**src/inc/sag_pkg.sv**
```systemverilog
// constants and types for the setup access gate
// assumes a 40 MHz system clock and debounced-free raw button pins
package sag_pkg;

  // ----------------------------------------------------------------
  // clock and timing
  // ----------------------------------------------------------------
  localparam int unsigned CLK_HZ        = 40_000_000;  // system clock rate
  localparam int unsigned HOLD_MS       = 3000;        // easy route hold time
  localparam int unsigned PIN_WIN_MS    = 2000;        // pin start window
  localparam int unsigned MSG_MS        = 1000;        // message show time
  localparam int unsigned HOLD_CYC_DFLT = (CLK_HZ / 1000) * HOLD_MS;
  localparam int unsigned WIN_CYC_DFLT  = (CLK_HZ / 1000) * PIN_WIN_MS;
  localparam int unsigned MSG_CYC_DFLT  = (CLK_HZ / 1000) * MSG_MS;
  localparam int unsigned CNT_W         = 28;          // timer width

  // ----------------------------------------------------------------
  // access levels
  // ----------------------------------------------------------------
  localparam logic [2:0] LVL_NONE = 3'h0;  // no access
  localparam logic [2:0] LVL_FULL = 3'h7;  // full operation level
  localparam logic [3:0] OVR_DFLT = 4'h0;  // default level choice

  // ----------------------------------------------------------------
  // register map, byte offsets
  // ----------------------------------------------------------------
  localparam logic [5:0] OFS_EASY_LVL = 6'h00;
  localparam logic [5:0] OFS_RMT_LVL  = 6'h04;
  localparam logic [5:0] OFS_PIN1_VAL = 6'h08;
  localparam logic [5:0] OFS_PIN1_LVL = 6'h0c;
  localparam logic [5:0] OFS_PIN2_VAL = 6'h10;
  localparam logic [5:0] OFS_PIN2_LVL = 6'h14;
  localparam logic [5:0] OFS_STATUS   = 6'h18;
  localparam logic [5:0] OFS_IRQ_STAT = 6'h1c;
  localparam logic [5:0] OFS_IRQ_MASK = 6'h20;
  localparam logic [5:0] OFS_OVR_BASE = 6'h24;  // slots at base + 4*i
  localparam int unsigned N_OVR        = 6;      // override slots

  // reset values
  localparam logic [15:0] PIN_RST  = 16'h0000;
  localparam logic [15:0] FNUM_RST = 16'h0000;

  // interrupt bits
  localparam int unsigned IRQ_GRANT  = 0;
  localparam int unsigned IRQ_REFUSE = 1;
  localparam int unsigned IRQ_W      = 2;

  // route codes shown in status
  localparam logic [1:0] RT_EASY   = 2'h0;
  localparam logic [1:0] RT_REMOTE = 2'h1;
  localparam logic [1:0] RT_PIN    = 2'h2;

  // states
  typedef enum logic [6:0] {
    SAG_IDLE   = 7'b000_0001,
    SAG_HOLD   = 7'b000_0010,
    SAG_WIN    = 7'b000_0100,
    SAG_PROMPT = 7'b000_1000,
    SAG_ENTRY  = 7'b001_0000,
    SAG_REFUSE = 7'b010_0000,
    SAG_OPEN   = 7'b100_0000
  } sag_state_e;

endpackage : sag_pkg

```
**src/logic/sag_gate.sv**
```systemverilog
// setup access gate: routes of entry, pin check, level grant, bus slave
// assumes raw button and remote pins, avalon-mm master on clk
`timescale 1ns/1ps
`default_nettype none

module sag_gate
  import sag_pkg::*;
#(
  parameter int unsigned HOLD_CYC = HOLD_CYC_DFLT,  // easy hold cycles
  parameter int unsigned WIN_CYC  = WIN_CYC_DFLT,   // pin window cycles
  parameter int unsigned MSG_CYC  = MSG_CYC_DFLT    // message cycles
)(
  input  wire logic        clk,              // system clock
  input  wire logic        rst,              // async reset, high
  input  wire logic [5:0]  avs_address,      // byte address
  input  wire logic        avs_read,         // read strobe
  input  wire logic        avs_write,        // write strobe
  input  wire logic [31:0] avs_writedata,    // write data
  input  wire logic [3:0]  avs_byteenable,   // byte lanes
  output logic      [31:0] avs_readdata,     // read data
  output logic             avs_waitrequest,  // stall
  input  wire logic        btn_setup_entry_message,         // function button pin
  input  wire logic        btn_up,           // up adjust pin
  input  wire logic        btn_down,         // down adjust pin
  input  wire logic        remote_access_n,  // remote input, low active
  input  wire logic [15:0] query_fnum,       // function asked by menu
  output logic             query_ok,         // asked function permitted
  output logic             setup_entry_message,   // entry message shown
  output logic             setup_refused_message, // refusal shown
  output logic             code_prompt,      // code prompt shown
  output logic [15:0]      code_value,       // value being entered
  output logic             setup_open,       // setup menu active
  output logic [2:0]       granted_level,    // level in force
  output logic             irq               // level interrupt
);

  // ----------------------------------------------------------------
  // input synchronisers
  // ----------------------------------------------------------------
  logic [3:0] sync1_q;  // first stage, read only by second
  logic [3:0] sync2_q;  // second stage
  logic [3:0] prev_q;   // for edge detection
  always_ff @(posedge clk or posedge rst) begin
    if (rst) begin
      sync1_q <= 4'h0;
      sync2_q <= 4'h0;
      prev_q  <= 4'h0;
    end else begin
      sync1_q <= {~remote_access_n, btn_down, btn_up, btn_setup_entry_message};
      sync2_q <= sync1_q;
      prev_q  <= sync2_q;
    end
  end
  logic f_lvl, u_lvl, d_lvl, rmt;  // synced levels
  logic f_rise, f_fall, u_rise, d_rise;
  assign f_lvl  = sync2_q[0];
  assign u_lvl  = sync2_q[1];
  assign d_lvl  = sync2_q[2];
  assign rmt    = sync2_q[3];
  assign f_rise = f_lvl & ~prev_q[0];
  assign f_fall = ~f_lvl & prev_q[0];
  assign u_rise = u_lvl & ~prev_q[1];
  assign d_rise = d_lvl & ~prev_q[2];

  // ----------------------------------------------------------------
  // configuration registers
  // ----------------------------------------------------------------
  logic [2:0]  easy_route_level_q;    // easy route level
  logic [2:0]  remote_route_level_q;  // remote route level
  logic [15:0] first_pin_value_q;     // first pin
  logic [2:0]  first_pin_level_q;     // first pin level
  logic [15:0] second_pin_value_q;    // second pin
  logic [2:0]  second_pin_level_q;    // second pin level
  logic [IRQ_W-1:0] irq_stat_q;       // sticky events
  logic [IRQ_W-1:0] irq_mask_q;       // event enables
  logic [16*N_OVR-1:0] ovr_fnum_q;    // override function numbers
  logic [4*N_OVR-1:0]  ovr_lvl_q;     // override levels

  logic wr_hit, rd_hit;  // accepted bus access
  assign wr_hit = avs_write & ~avs_waitrequest;
  assign rd_hit = avs_read & ~avs_waitrequest;

  // write path, low lanes only as fields are narrow, except lane 2 for override levels
  always_ff @(posedge clk or posedge rst) begin
    if (rst) begin
      easy_route_level_q   <= LVL_NONE;
      remote_route_level_q <= LVL_NONE;
      first_pin_value_q    <= PIN_RST;
      first_pin_level_q    <= LVL_NONE;
      second_pin_value_q   <= PIN_RST;
      second_pin_level_q   <= LVL_NONE;
      irq_mask_q           <= '0;
      ovr_fnum_q           <= '0;
      ovr_lvl_q            <= '0;
    end else if (wr_hit) begin
      case (avs_address)
        OFS_EASY_LVL: if (avs_byteenable[0]) easy_route_level_q <= avs_writedata[2:0];
        OFS_RMT_LVL:  if (avs_byteenable[0]) remote_route_level_q <= avs_writedata[2:0];
        OFS_PIN1_VAL: begin
          if (avs_byteenable[0]) first_pin_value_q[7:0]  <= avs_writedata[7:0];
          if (avs_byteenable[1]) first_pin_value_q[15:8] <= avs_writedata[15:8];
        end
        OFS_PIN1_LVL: if (avs_byteenable[0]) first_pin_level_q <= avs_writedata[2:0];
        OFS_PIN2_VAL: begin
          if (avs_byteenable[0]) second_pin_value_q[7:0]  <= avs_writedata[7:0];
          if (avs_byteenable[1]) second_pin_value_q[15:8] <= avs_writedata[15:8];
        end
        OFS_PIN2_LVL: if (avs_byteenable[0]) second_pin_level_q <= avs_writedata[2:0];
        OFS_IRQ_MASK: if (avs_byteenable[0]) irq_mask_q <= avs_writedata[IRQ_W-1:0];
        default: begin
          // override slots: low half number, bits 19:16 level
          for (int i = 0; i < N_OVR; i++) begin
            if (avs_address == OFS_OVR_BASE + 6'(4*i)) begin
              if (avs_byteenable[0]) ovr_fnum_q[16*i +: 8]     <= avs_writedata[7:0];
              if (avs_byteenable[1]) ovr_fnum_q[16*i + 8 +: 8] <= avs_writedata[15:8];
              if (avs_byteenable[2]) ovr_lvl_q[4*i +: 4]       <= avs_writedata[19:16];
            end
          end
        end
      endcase
    end
  end

  // ----------------------------------------------------------------
  // access state machine
  // ----------------------------------------------------------------
  sag_state_e    state_q;      // current state
  logic [CNT_W-1:0] tmr_q;     // state timer
  logic [15:0]   entry_q;      // code being entered
  logic [2:0]    lvl_q;        // granted level
  logic [1:0]    route_q;      // route last used
  logic          ev_grant, ev_refuse;  // one-cycle events
  logic [2:0]    pin_lvl;      // level from entered code

  // pin compare: zero pin matches any typed code, first wins
  always_comb begin
    pin_lvl = LVL_NONE;
    if (first_pin_value_q == PIN_RST || entry_q == first_pin_value_q) begin
      pin_lvl = first_pin_level_q;
    end else if (second_pin_value_q == PIN_RST || entry_q == second_pin_value_q) begin
      pin_lvl = second_pin_level_q;
    end
  end

  always_ff @(posedge clk or posedge rst) begin
    if (rst) begin
      state_q   <= SAG_IDLE;
      tmr_q     <= '0;
      entry_q   <= '0;
      lvl_q     <= LVL_NONE;
      route_q   <= RT_EASY;
      ev_grant  <= 1'b0;
      ev_refuse <= 1'b0;
    end else begin
      ev_grant  <= 1'b0;
      ev_refuse <= 1'b0;
      tmr_q     <= tmr_q + 1'b1;
      case (state_q)
        SAG_IDLE: begin
          tmr_q <= '0;
          if (f_rise) begin
            state_q <= SAG_HOLD;
          end
        end
        SAG_HOLD: begin
          if (f_fall) begin
            // short tap opens the pin window
            state_q <= SAG_WIN;
            tmr_q   <= '0;
          end else if (tmr_q == CNT_W'(HOLD_CYC - 1)) begin
            // remote grounded selects the remote level
            route_q <= rmt ? RT_REMOTE : RT_EASY;
            lvl_q   <= rmt ? remote_route_level_q : easy_route_level_q;
            tmr_q   <= '0;
            if ((rmt ? remote_route_level_q : easy_route_level_q) == LVL_NONE) begin
              state_q   <= SAG_REFUSE;
              ev_refuse <= 1'b1;
            end else begin
              state_q  <= SAG_ENTRY;
              ev_grant <= 1'b1;
            end
          end
        end
        SAG_WIN: begin
          if (u_lvl && d_lvl) begin
            route_q <= RT_PIN;
            tmr_q   <= '0;
            entry_q <= '0;
            if (first_pin_level_q == LVL_NONE && second_pin_level_q == LVL_NONE) begin
              state_q   <= SAG_REFUSE;
              ev_refuse <= 1'b1;
            end else begin
              state_q <= SAG_PROMPT;
            end
          end else if (tmr_q == CNT_W'(WIN_CYC - 1)) begin
            state_q <= SAG_IDLE;  // window missed
          end
        end
        SAG_PROMPT: begin
          // adjust value, function accepts; hold comes first so accept clears
          if (tmr_q >= CNT_W'(MSG_CYC)) begin
            tmr_q <= tmr_q;  // hold timer at prompt
          end
          if (tmr_q < CNT_W'(MSG_CYC)) begin
            entry_q <= '0;  // entry message still showing
          end else if (f_rise) begin
            lvl_q <= pin_lvl;
            tmr_q <= '0;
            if (pin_lvl == LVL_NONE) begin
              state_q   <= SAG_REFUSE;
              ev_refuse <= 1'b1;
            end else begin
              state_q  <= SAG_OPEN;
              ev_grant <= 1'b1;
            end
          end else if (u_rise && !d_lvl) begin
            entry_q <= entry_q + 16'h0001;
          end else if (d_rise && !u_lvl) begin
            entry_q <= entry_q - 16'h0001;
          end
        end
        SAG_ENTRY: begin
          if (tmr_q == CNT_W'(MSG_CYC - 1)) begin
            state_q <= SAG_OPEN;  // first permitted function follows
          end
        end
        SAG_REFUSE: begin
          lvl_q <= LVL_NONE;
          if (tmr_q == CNT_W'(MSG_CYC - 1)) begin
            state_q <= SAG_IDLE;
          end
        end
        SAG_OPEN: begin
          // leave setup on a long function hold
          tmr_q <= f_lvl ? tmr_q + 1'b1 : '0;
          if (f_lvl && tmr_q == CNT_W'(HOLD_CYC - 1)) begin
            state_q <= SAG_IDLE;
            lvl_q   <= LVL_NONE;
          end
        end
        default: state_q <= SAG_IDLE;
      endcase
    end
  end

  // ----------------------------------------------------------------
  // per-function permission
  // ----------------------------------------------------------------
  logic [2:0] fn_lvl;   // effective function level
  logic       fn_known; // function exists
  sag_level_lut u_lut (
    .fnum      (query_fnum),
    .slot_fnum (ovr_fnum_q),
    .slot_lvl  (ovr_lvl_q),
    .lvl       (fn_lvl),
    .known     (fn_known)
  );

  // registered outputs
  always_ff @(posedge clk or posedge rst) begin
    if (rst) begin
      query_ok              <= 1'b0;
      setup_entry_message   <= 1'b0;
      setup_refused_message <= 1'b0;
      code_prompt           <= 1'b0;
      code_value            <= '0;
      setup_open            <= 1'b0;
      granted_level         <= LVL_NONE;
    end else begin
      // level 1..n permitted, full level opens every known function of nonzero level
      query_ok <= (state_q == SAG_OPEN) && fn_known && (lvl_q != LVL_NONE)
               && (fn_lvl <= lvl_q) && (fn_lvl != LVL_NONE);
      setup_entry_message   <= (state_q == SAG_ENTRY)
                            || (state_q == SAG_PROMPT && tmr_q < CNT_W'(MSG_CYC));
      setup_refused_message <= (state_q == SAG_REFUSE);
      code_prompt           <= (state_q == SAG_PROMPT && tmr_q >= CNT_W'(MSG_CYC));
      code_value            <= entry_q;
      setup_open            <= (state_q == SAG_OPEN);
      granted_level         <= lvl_q;
    end
  end

  // ----------------------------------------------------------------
  // interrupts and bus read path
  // ----------------------------------------------------------------
  logic [IRQ_W-1:0] irq_set;  // events this cycle
  logic [IRQ_W-1:0] irq_clr;  // write one to clear
  assign irq_set = {ev_refuse, ev_grant};
  assign irq_clr = (wr_hit && avs_address == OFS_IRQ_STAT && avs_byteenable[0])
                 ? avs_writedata[IRQ_W-1:0] : '0;

  // set beats clear
  always_ff @(posedge clk or posedge rst) begin
    if (rst) begin
      irq_stat_q <= '0;
      irq       <= 1'b0;
    end else begin
      irq_stat_q <= (irq_stat_q & ~irq_clr) | irq_set;
      irq        <= |(((irq_stat_q & ~irq_clr) | irq_set) & irq_mask_q);
    end
  end

  // waitrequest low for one cycle per access
  always_ff @(posedge clk or posedge rst) begin
    if (rst) begin
      avs_waitrequest <= 1'b1;
      avs_readdata    <= '0;
    end else begin
      avs_waitrequest <= ~((avs_read | avs_write) & avs_waitrequest);
      if (avs_read && avs_waitrequest) begin
        case (avs_address)
          OFS_EASY_LVL: avs_readdata <= {29'h0, easy_route_level_q};
          OFS_RMT_LVL:  avs_readdata <= {29'h0, remote_route_level_q};
          OFS_PIN1_VAL: avs_readdata <= {16'h0, first_pin_value_q};
          OFS_PIN1_LVL: avs_readdata <= {29'h0, first_pin_level_q};
          OFS_PIN2_VAL: avs_readdata <= {16'h0, second_pin_value_q};
          OFS_PIN2_LVL: avs_readdata <= {29'h0, second_pin_level_q};
          OFS_STATUS:   avs_readdata <= {19'h0, route_q, lvl_q, 1'b0, state_q};
          OFS_IRQ_STAT: avs_readdata <= {30'h0, irq_stat_q};
          OFS_IRQ_MASK: avs_readdata <= {30'h0, irq_mask_q};
          default: begin
            avs_readdata <= '0;  // unmapped reads zero
            for (int i = 0; i < N_OVR; i++) begin
              if (avs_address == OFS_OVR_BASE + 6'(4*i)) begin
                avs_readdata <= {12'h0, ovr_lvl_q[4*i +: 4], ovr_fnum_q[16*i +: 16]};
              end
            end
          end
        endcase
      end
    end
  end

  logic unused_rd;  // read strobe seen through readdata path
  assign unused_rd = rd_hit;

endmodule : sag_gate

`default_nettype wire

```
**src/logic/sag_level_lut.sv**
```systemverilog
// per-function level lookup with override slots
// assumes default level table is a constant below; slots from parent
`timescale 1ns/1ps
`default_nettype none

module sag_level_lut
  import sag_pkg::*;
(
  input  wire logic [15:0]        fnum,       // function number asked
  input  wire logic [16*N_OVR-1:0] slot_fnum, // override function numbers
  input  wire logic [4*N_OVR-1:0]  slot_lvl,  // override levels
  output logic      [2:0]         lvl,        // effective level
  output logic                    known       // function exists
);

  // ----------------------------------------------------------------
  // default table of known functions
  // ----------------------------------------------------------------
  logic [2:0] dflt_lvl;  // original default level
  always_comb begin
    known    = 1'b1;
    dflt_lvl = LVL_FULL;
    case (fnum)
      16'h4482, 16'h0430, 16'h4376, 16'h4480, 16'h4484, 16'h4858,
      16'h4853, 16'h4856: dflt_lvl = 3'h4;
      16'h22fc, 16'h3355: dflt_lvl = 3'h2;
      16'h43a0:           dflt_lvl = 3'h5;
      16'h0c00, 16'h0c01, 16'h0c09, 16'h0c02, 16'h0c0a, 16'h0c03,
      16'h0c10, 16'h0c11, 16'h0c12, 16'h0c13, 16'h0c14, 16'h0c15,
      16'h0640, 16'h0641, 16'h0642, 16'h0643, 16'h0644,
      16'h0645:           dflt_lvl = LVL_FULL;
      default:            known    = 1'b0;
    endcase
  end

  // ----------------------------------------------------------------
  // override match per slot, last match wins
  // ----------------------------------------------------------------
  logic [N_OVR-1:0] hit;  // slot matches this function
  genvar gi;
  generate
    for (gi = 0; gi < N_OVR; gi = gi + 1) begin : g_slot
      assign hit[gi] = known && (fnum != 16'h0000)
                    && (slot_fnum[16*gi +: 16] == fnum)
                    && (slot_lvl[4*gi +: 4] != OVR_DFLT);
    end
  endgenerate

  always_comb begin
    lvl = dflt_lvl;
    for (int i = 0; i < N_OVR; i++) begin
      if (hit[i]) begin
        lvl = slot_lvl[4*i +: 3];
      end
    end
  end

endmodule : sag_level_lut

`default_nettype wire

```
**config.mk**
```make
export PLATFORM = sky130hd
export DESIGN_NAME = sag_gate
export DESIGN_NICKNAME = d
export VERILOG_FILES = /design/src/inc/sag_pkg.sv /design/src/logic/sag_gate.sv /design/src/logic/sag_level_lut.sv
export SDC_FILE = /design/constraint.sdc
export NUM_CORES = 1
export LEC_CHECK = 0
export BUFFER_PORTS_ARGS = -buffer_cell sky130_fd_sc_hd__buf_2
export CAP_MARGIN = 40
export CORE_MARGIN = 1
export CORE_UTILIZATION = 30
export CTS_CLUSTER_SIZE = 24
export DETAILED_ROUTE_END_ITERATION = 16
export GPL_ROUTABILITY_DRIVEN = 1
export GPL_TIMING_DRIVEN = 1
export PLACE_DENSITY = 0.48
export SETUP_SLACK_MARGIN = 0.5
export SYNTH_ARGS = -nofsm -noshare
export SYNTH_HDL_FRONTEND = slang
export SYNTH_SLANG_ARGS = --single-unit
```
**constraint.sdc**
```tcl
create_clock -name clk -period 23.8 [get_ports clk]
set_input_delay 2.38 -clock clk [delete_from_list [all_inputs] [get_ports clk]]
set_output_delay 2.38 -clock clk [all_outputs]
set_load 0.05 [all_outputs]
```
==> run_results.csv <==
group,metric,value,unit
layout,layout-drive-gt1-share,23.2,%
placement,port_buffers,98,
worst_setup_path,path_max_fanout,13,
sta,hold_viol_final,0,
sta,setup_viol_count_final,0,
power_and_ir_drop,irDropWorstVdd,38.9,µV
floorplan,io-pin-count,124,
synth,synth_top_area_share,45.6,%
synth,netlist_area,0.0154,mm²
grt,grt_max_degree,77,
synth,synth_cells,1475,
floorplan,start_util,30.6,%
worst_setup_path,critical_path.startpoint,"query_fnum[9]",
layout,fin_cells,2262,
layout,synthToLayoutAreaGrowth,15.7,%
grt,grt_usage,19.3,%
synth,ys_ff_latch,283,
grt,grt-ovfl-total,0,
sta,fin_crit,5.49,ns
synth,synth_edf_count,0,
synth,async_flop_share,100,%
synth,synth-seq-area-share,45.9,%
synth,avgSynthCellArea,10.5,µm²
synth,synthTopCellsByArea,"dfrtp_1 46%, mux2_2 12%, xor2_1 4.6%",
clock_tree,cts_setup_buffers,0,
layout,fillers,5146,
worst_setup_path,worstReg2RegStart,"ovr_lvl_q[12]$_DFFE_PP0P_",
drt,vias_per_cell,5.45,
clock_tree,cts-root-buf,"clkbuf_16",
drt,drc_errors,0,
placement,dp_hpwl,37300,µm
run,drv_cap,0,
power_and_ir_drop,p_leak,8.17,nW
hold_path,worstHoldPathType,"reg2reg",
worst_setup_path,crit_path_end,"query_ok$_DFF_PP0_",
synth,yosysWarnings,0,
clock_tree,cts.sink_count,283,
synth,yosysUniqueCellTypes,77,
clock_tree,holdBufCountCts,0,
sta,slew_headroom,38.2,%
floorplan,core-area,0.0505,mm²
floorplan,die_area,0.0523,mm²
grt,first_global_vias,12300,
placement,place_ws,17.81,ns
drt,drt-pass1-iter-count,5,
sta,fin_skew,0.0243,ns
clock_tree,clk_pin_slew,0.06,ns
status,status,"complete, no violations",
sta,post-route-period-util,23.1,%
worst_setup_path,start_kind,"input port",
floorplan,fp.dieH,229,µm
drt,drt-initial-drc-count,997,
clock_tree,clkLatencyLatePin,0.55,ns
placement,place_congestion,0.893,
floorplan,fp-row-count,82,
worst_setup_path,critPathCaptureType,"flip-flop",
clock_tree,cts_max_level,2,
drt,ant_nets,0,
sta,rsz0062_at_grt,"false",
sta,clock.fmax,182,MHz
drt,drt-total-wl,50700,µm
layout,nets,1648,
clock_tree,cts_resized,0,
sta,finalSetupTns,0,ns
grt,grt_pass1_wl,77400,µm
sta,slew_violations,0,
worst_setup_path,crit_type,"in2reg",
synth,yosysTopAreaCell,"dfrtp_1",
worst_setup_path,worstPathArrival,5.93,ns
sta,fin_ws,18.31,ns
grt,antenna_found_initial,1,
drt,drt-wirelength-per-cell,22.4,µm
synth,yosys_most_used_dff,"dfrtp_1",
floorplan,die_x,229,µm
power_and_ir_drop,power_per_cell_area,74.6,mW/mm²
worst_setup_path,rr_worst_depth,16,
worst_setup_path,r2r-end,"query_ok$_DFF_PP0_",
placement,dp.cells,2197,
clock_tree,cts_tree,"built",
clock_tree,cts_buffers,35,
worst_setup_path,reg2reg_slack,19.85,ns
clock_tree,cts.path.max_buffers,3,
worst_setup_path,required,24.24,ns
sta,worstMarginPinSlew,0.920,ns
drt,num_vias,12300,
per-stage QoR:
| stage | instance area, µm² | util (%) | power [mW] | hold slack, ns |
|---|---|---|---|---|
| after floorplan | 15500 | - | 0.732 | 0.331 |
| after global placement | 16500 | 32.8 | 0.798 | 0.333 |
| after detailed placement | 16700 | 33.0 | 0.803 | 0.336 |
| after CTS | 17800 | 35.4 | 1.35 | 0.349 |
| after global routing | 17800 | 35.4 | 1.39 | 0.360 |
| final | 17800 | 35.4 | 1.33 | 0.347 |
cells in the mapped netlist (23+ instances only):
| library cell | count |
|---|---|
| nand2_1 | 99 |
| inv_1 | 31 |
| o21ai_1 | 23 |
| xor2_1 | 81 |
| nor4_1 | 40 |
| mux2_2 | 165 |
| clkbuf_1 | 53 |
| nand3_1 | 65 |
| nand4_1 | 30 |
| dfrtp_1 | 281 |
| xnor2_1 | 60 |
| o21ai_0 | 59 |
| nor3_1 | 28 |
| nor2_1 | 77 |
| a22oi_1 | 48 |
| a21oi_1 | 33 |
cell families after synthesis:
kind of cell / Yosys count / synth area share [%]
buffers and inverters: 111 / 3.20
other: 1 / 0.0243
DFF: 283 / 45.9
AOI/OAI and AO/OA: 292 / 13.0
xor gates and xnor gates: 141 / 8.01
muxes: 173 / 12.6
adders and majority gates: 20 / 1.67
and+or+nand+nor: 454 / 15.6
metal layers:
| metal | up-vias | global-route usage [%] | part of all wire (%) | wire length, µm |
|---|---|---|---|---|
| li1 | 5625 | - | - | - |
| met1 | 6281 | 26.6 | 46 | 23200 |
| met2 | 344 | 31.1 | 47 | 23800 |
| met3 | 78 | 2.46 | 4.4 | 2250 |
| met4 | 0 | 6.96 | 2.9 | 1490 |
| met5 | - | 0 | 0 | 0 |
flip-flops by register name (all words and copies together) (netlist names), 2 cells and up:
name                  cells
irq_stat_q                2
second_pin_level_q        3
code_value               16
avs_readdata             20
prev_q                    3
ovr_fnum_q               96
second_pin_value_q       16
easy_route_level_q        3
entry_q                  16
first_pin_value_q        16
sync2_q                   4
state_q                   7
sync1_q                   4
granted_level             3
irq_mask_q                2
remote_route_level_q      3
tmr_q                    28
first_pin_level_q         3
route_q                   2
lvl_q                     3
ovr_lvl_q                24
worst max-delay path: stages:
cell,delay [ns]
buf_2,0.31
xor2_1,0.13
nor4_1,0.26
nand3_1,0.11
nor4_2,0.83
mux2i_1,0.30
o311a_1,0.21
o21ai_0,0.08
o21ai_1,0.19
nand2_1,0.11
ha_1,0.29
nor2b_1,0.14
o21a_1,0.15
o21ai_0,0.13
nand4_1,0.10
a41oi_1,0.20
final cells by class:
cell class / count / area (µm²) / area share (%)
Inverter: 31 / 124 / 0.694
Multi-Input combinational cell: 1092 / 7900 / 44.3
Clock buffer: 51 / 1060 / 5.92
Timing Repair Buffer: 119 / 727 / 4.07
Clock inverter: 13 / 111 / 0.624
Tap cell: 672 / 841 / 4.71
Antenna cell: 1 / 2.50 / 0.0140
Sequential cell: 283 / 7080 / 39.7
worst min-delay path by stage:
| stage | start | cells past startpoint | end | slack (ns) |
|---|---|---|---|---|
| 2_1_floorplan | sync1_q[0]$_DFF_PP0_ | 0 | sync2_q[0]$_DFF_PP0_ | 0.33 |
| 3_3_place_gp | sync1_q[0]$_DFF_PP0_ | 0 | sync2_q[0]$_DFF_PP0_ | 0.33 |
| 3_5_place_dp | sync1_q[0]$_DFF_PP0_ | 0 | sync2_q[0]$_DFF_PP0_ | 0.34 |
| 4_1_cts | sync1_q[0]$_DFF_PP0_ | 0 | sync2_q[0]$_DFF_PP0_ | 0.35 |
| 5_1_grt | sync1_q[0]$_DFF_PP0_ | 0 | sync2_q[0]$_DFF_PP0_ | 0.36 |
| 6_report | sync1_q[0]$_DFF_PP0_ | 0 | sync2_q[0]$_DFF_PP0_ | 0.35 |
report_power, final:
group / internal [mW] / switching, mW
Combinational: 0.0800 / 0.162
Clock: 0.321 / 0.219
Sequential: 0.514 / 0.0365
placed cells by master, fill, tap and decap left out, types with 33 or more instances in the layout:
cell       count
nand2_1       99
xor2_1        81
buf_2         98
nor4_1        40
nand3_1       65
o21ai_0       59
dfrtp_1      281
a22oi_1       48
clkbuf_16     36
mux2_2       165
xnor2_1       60
a21oi_1       33
nor2_1        75
Power figures use the tool's default switching activity.
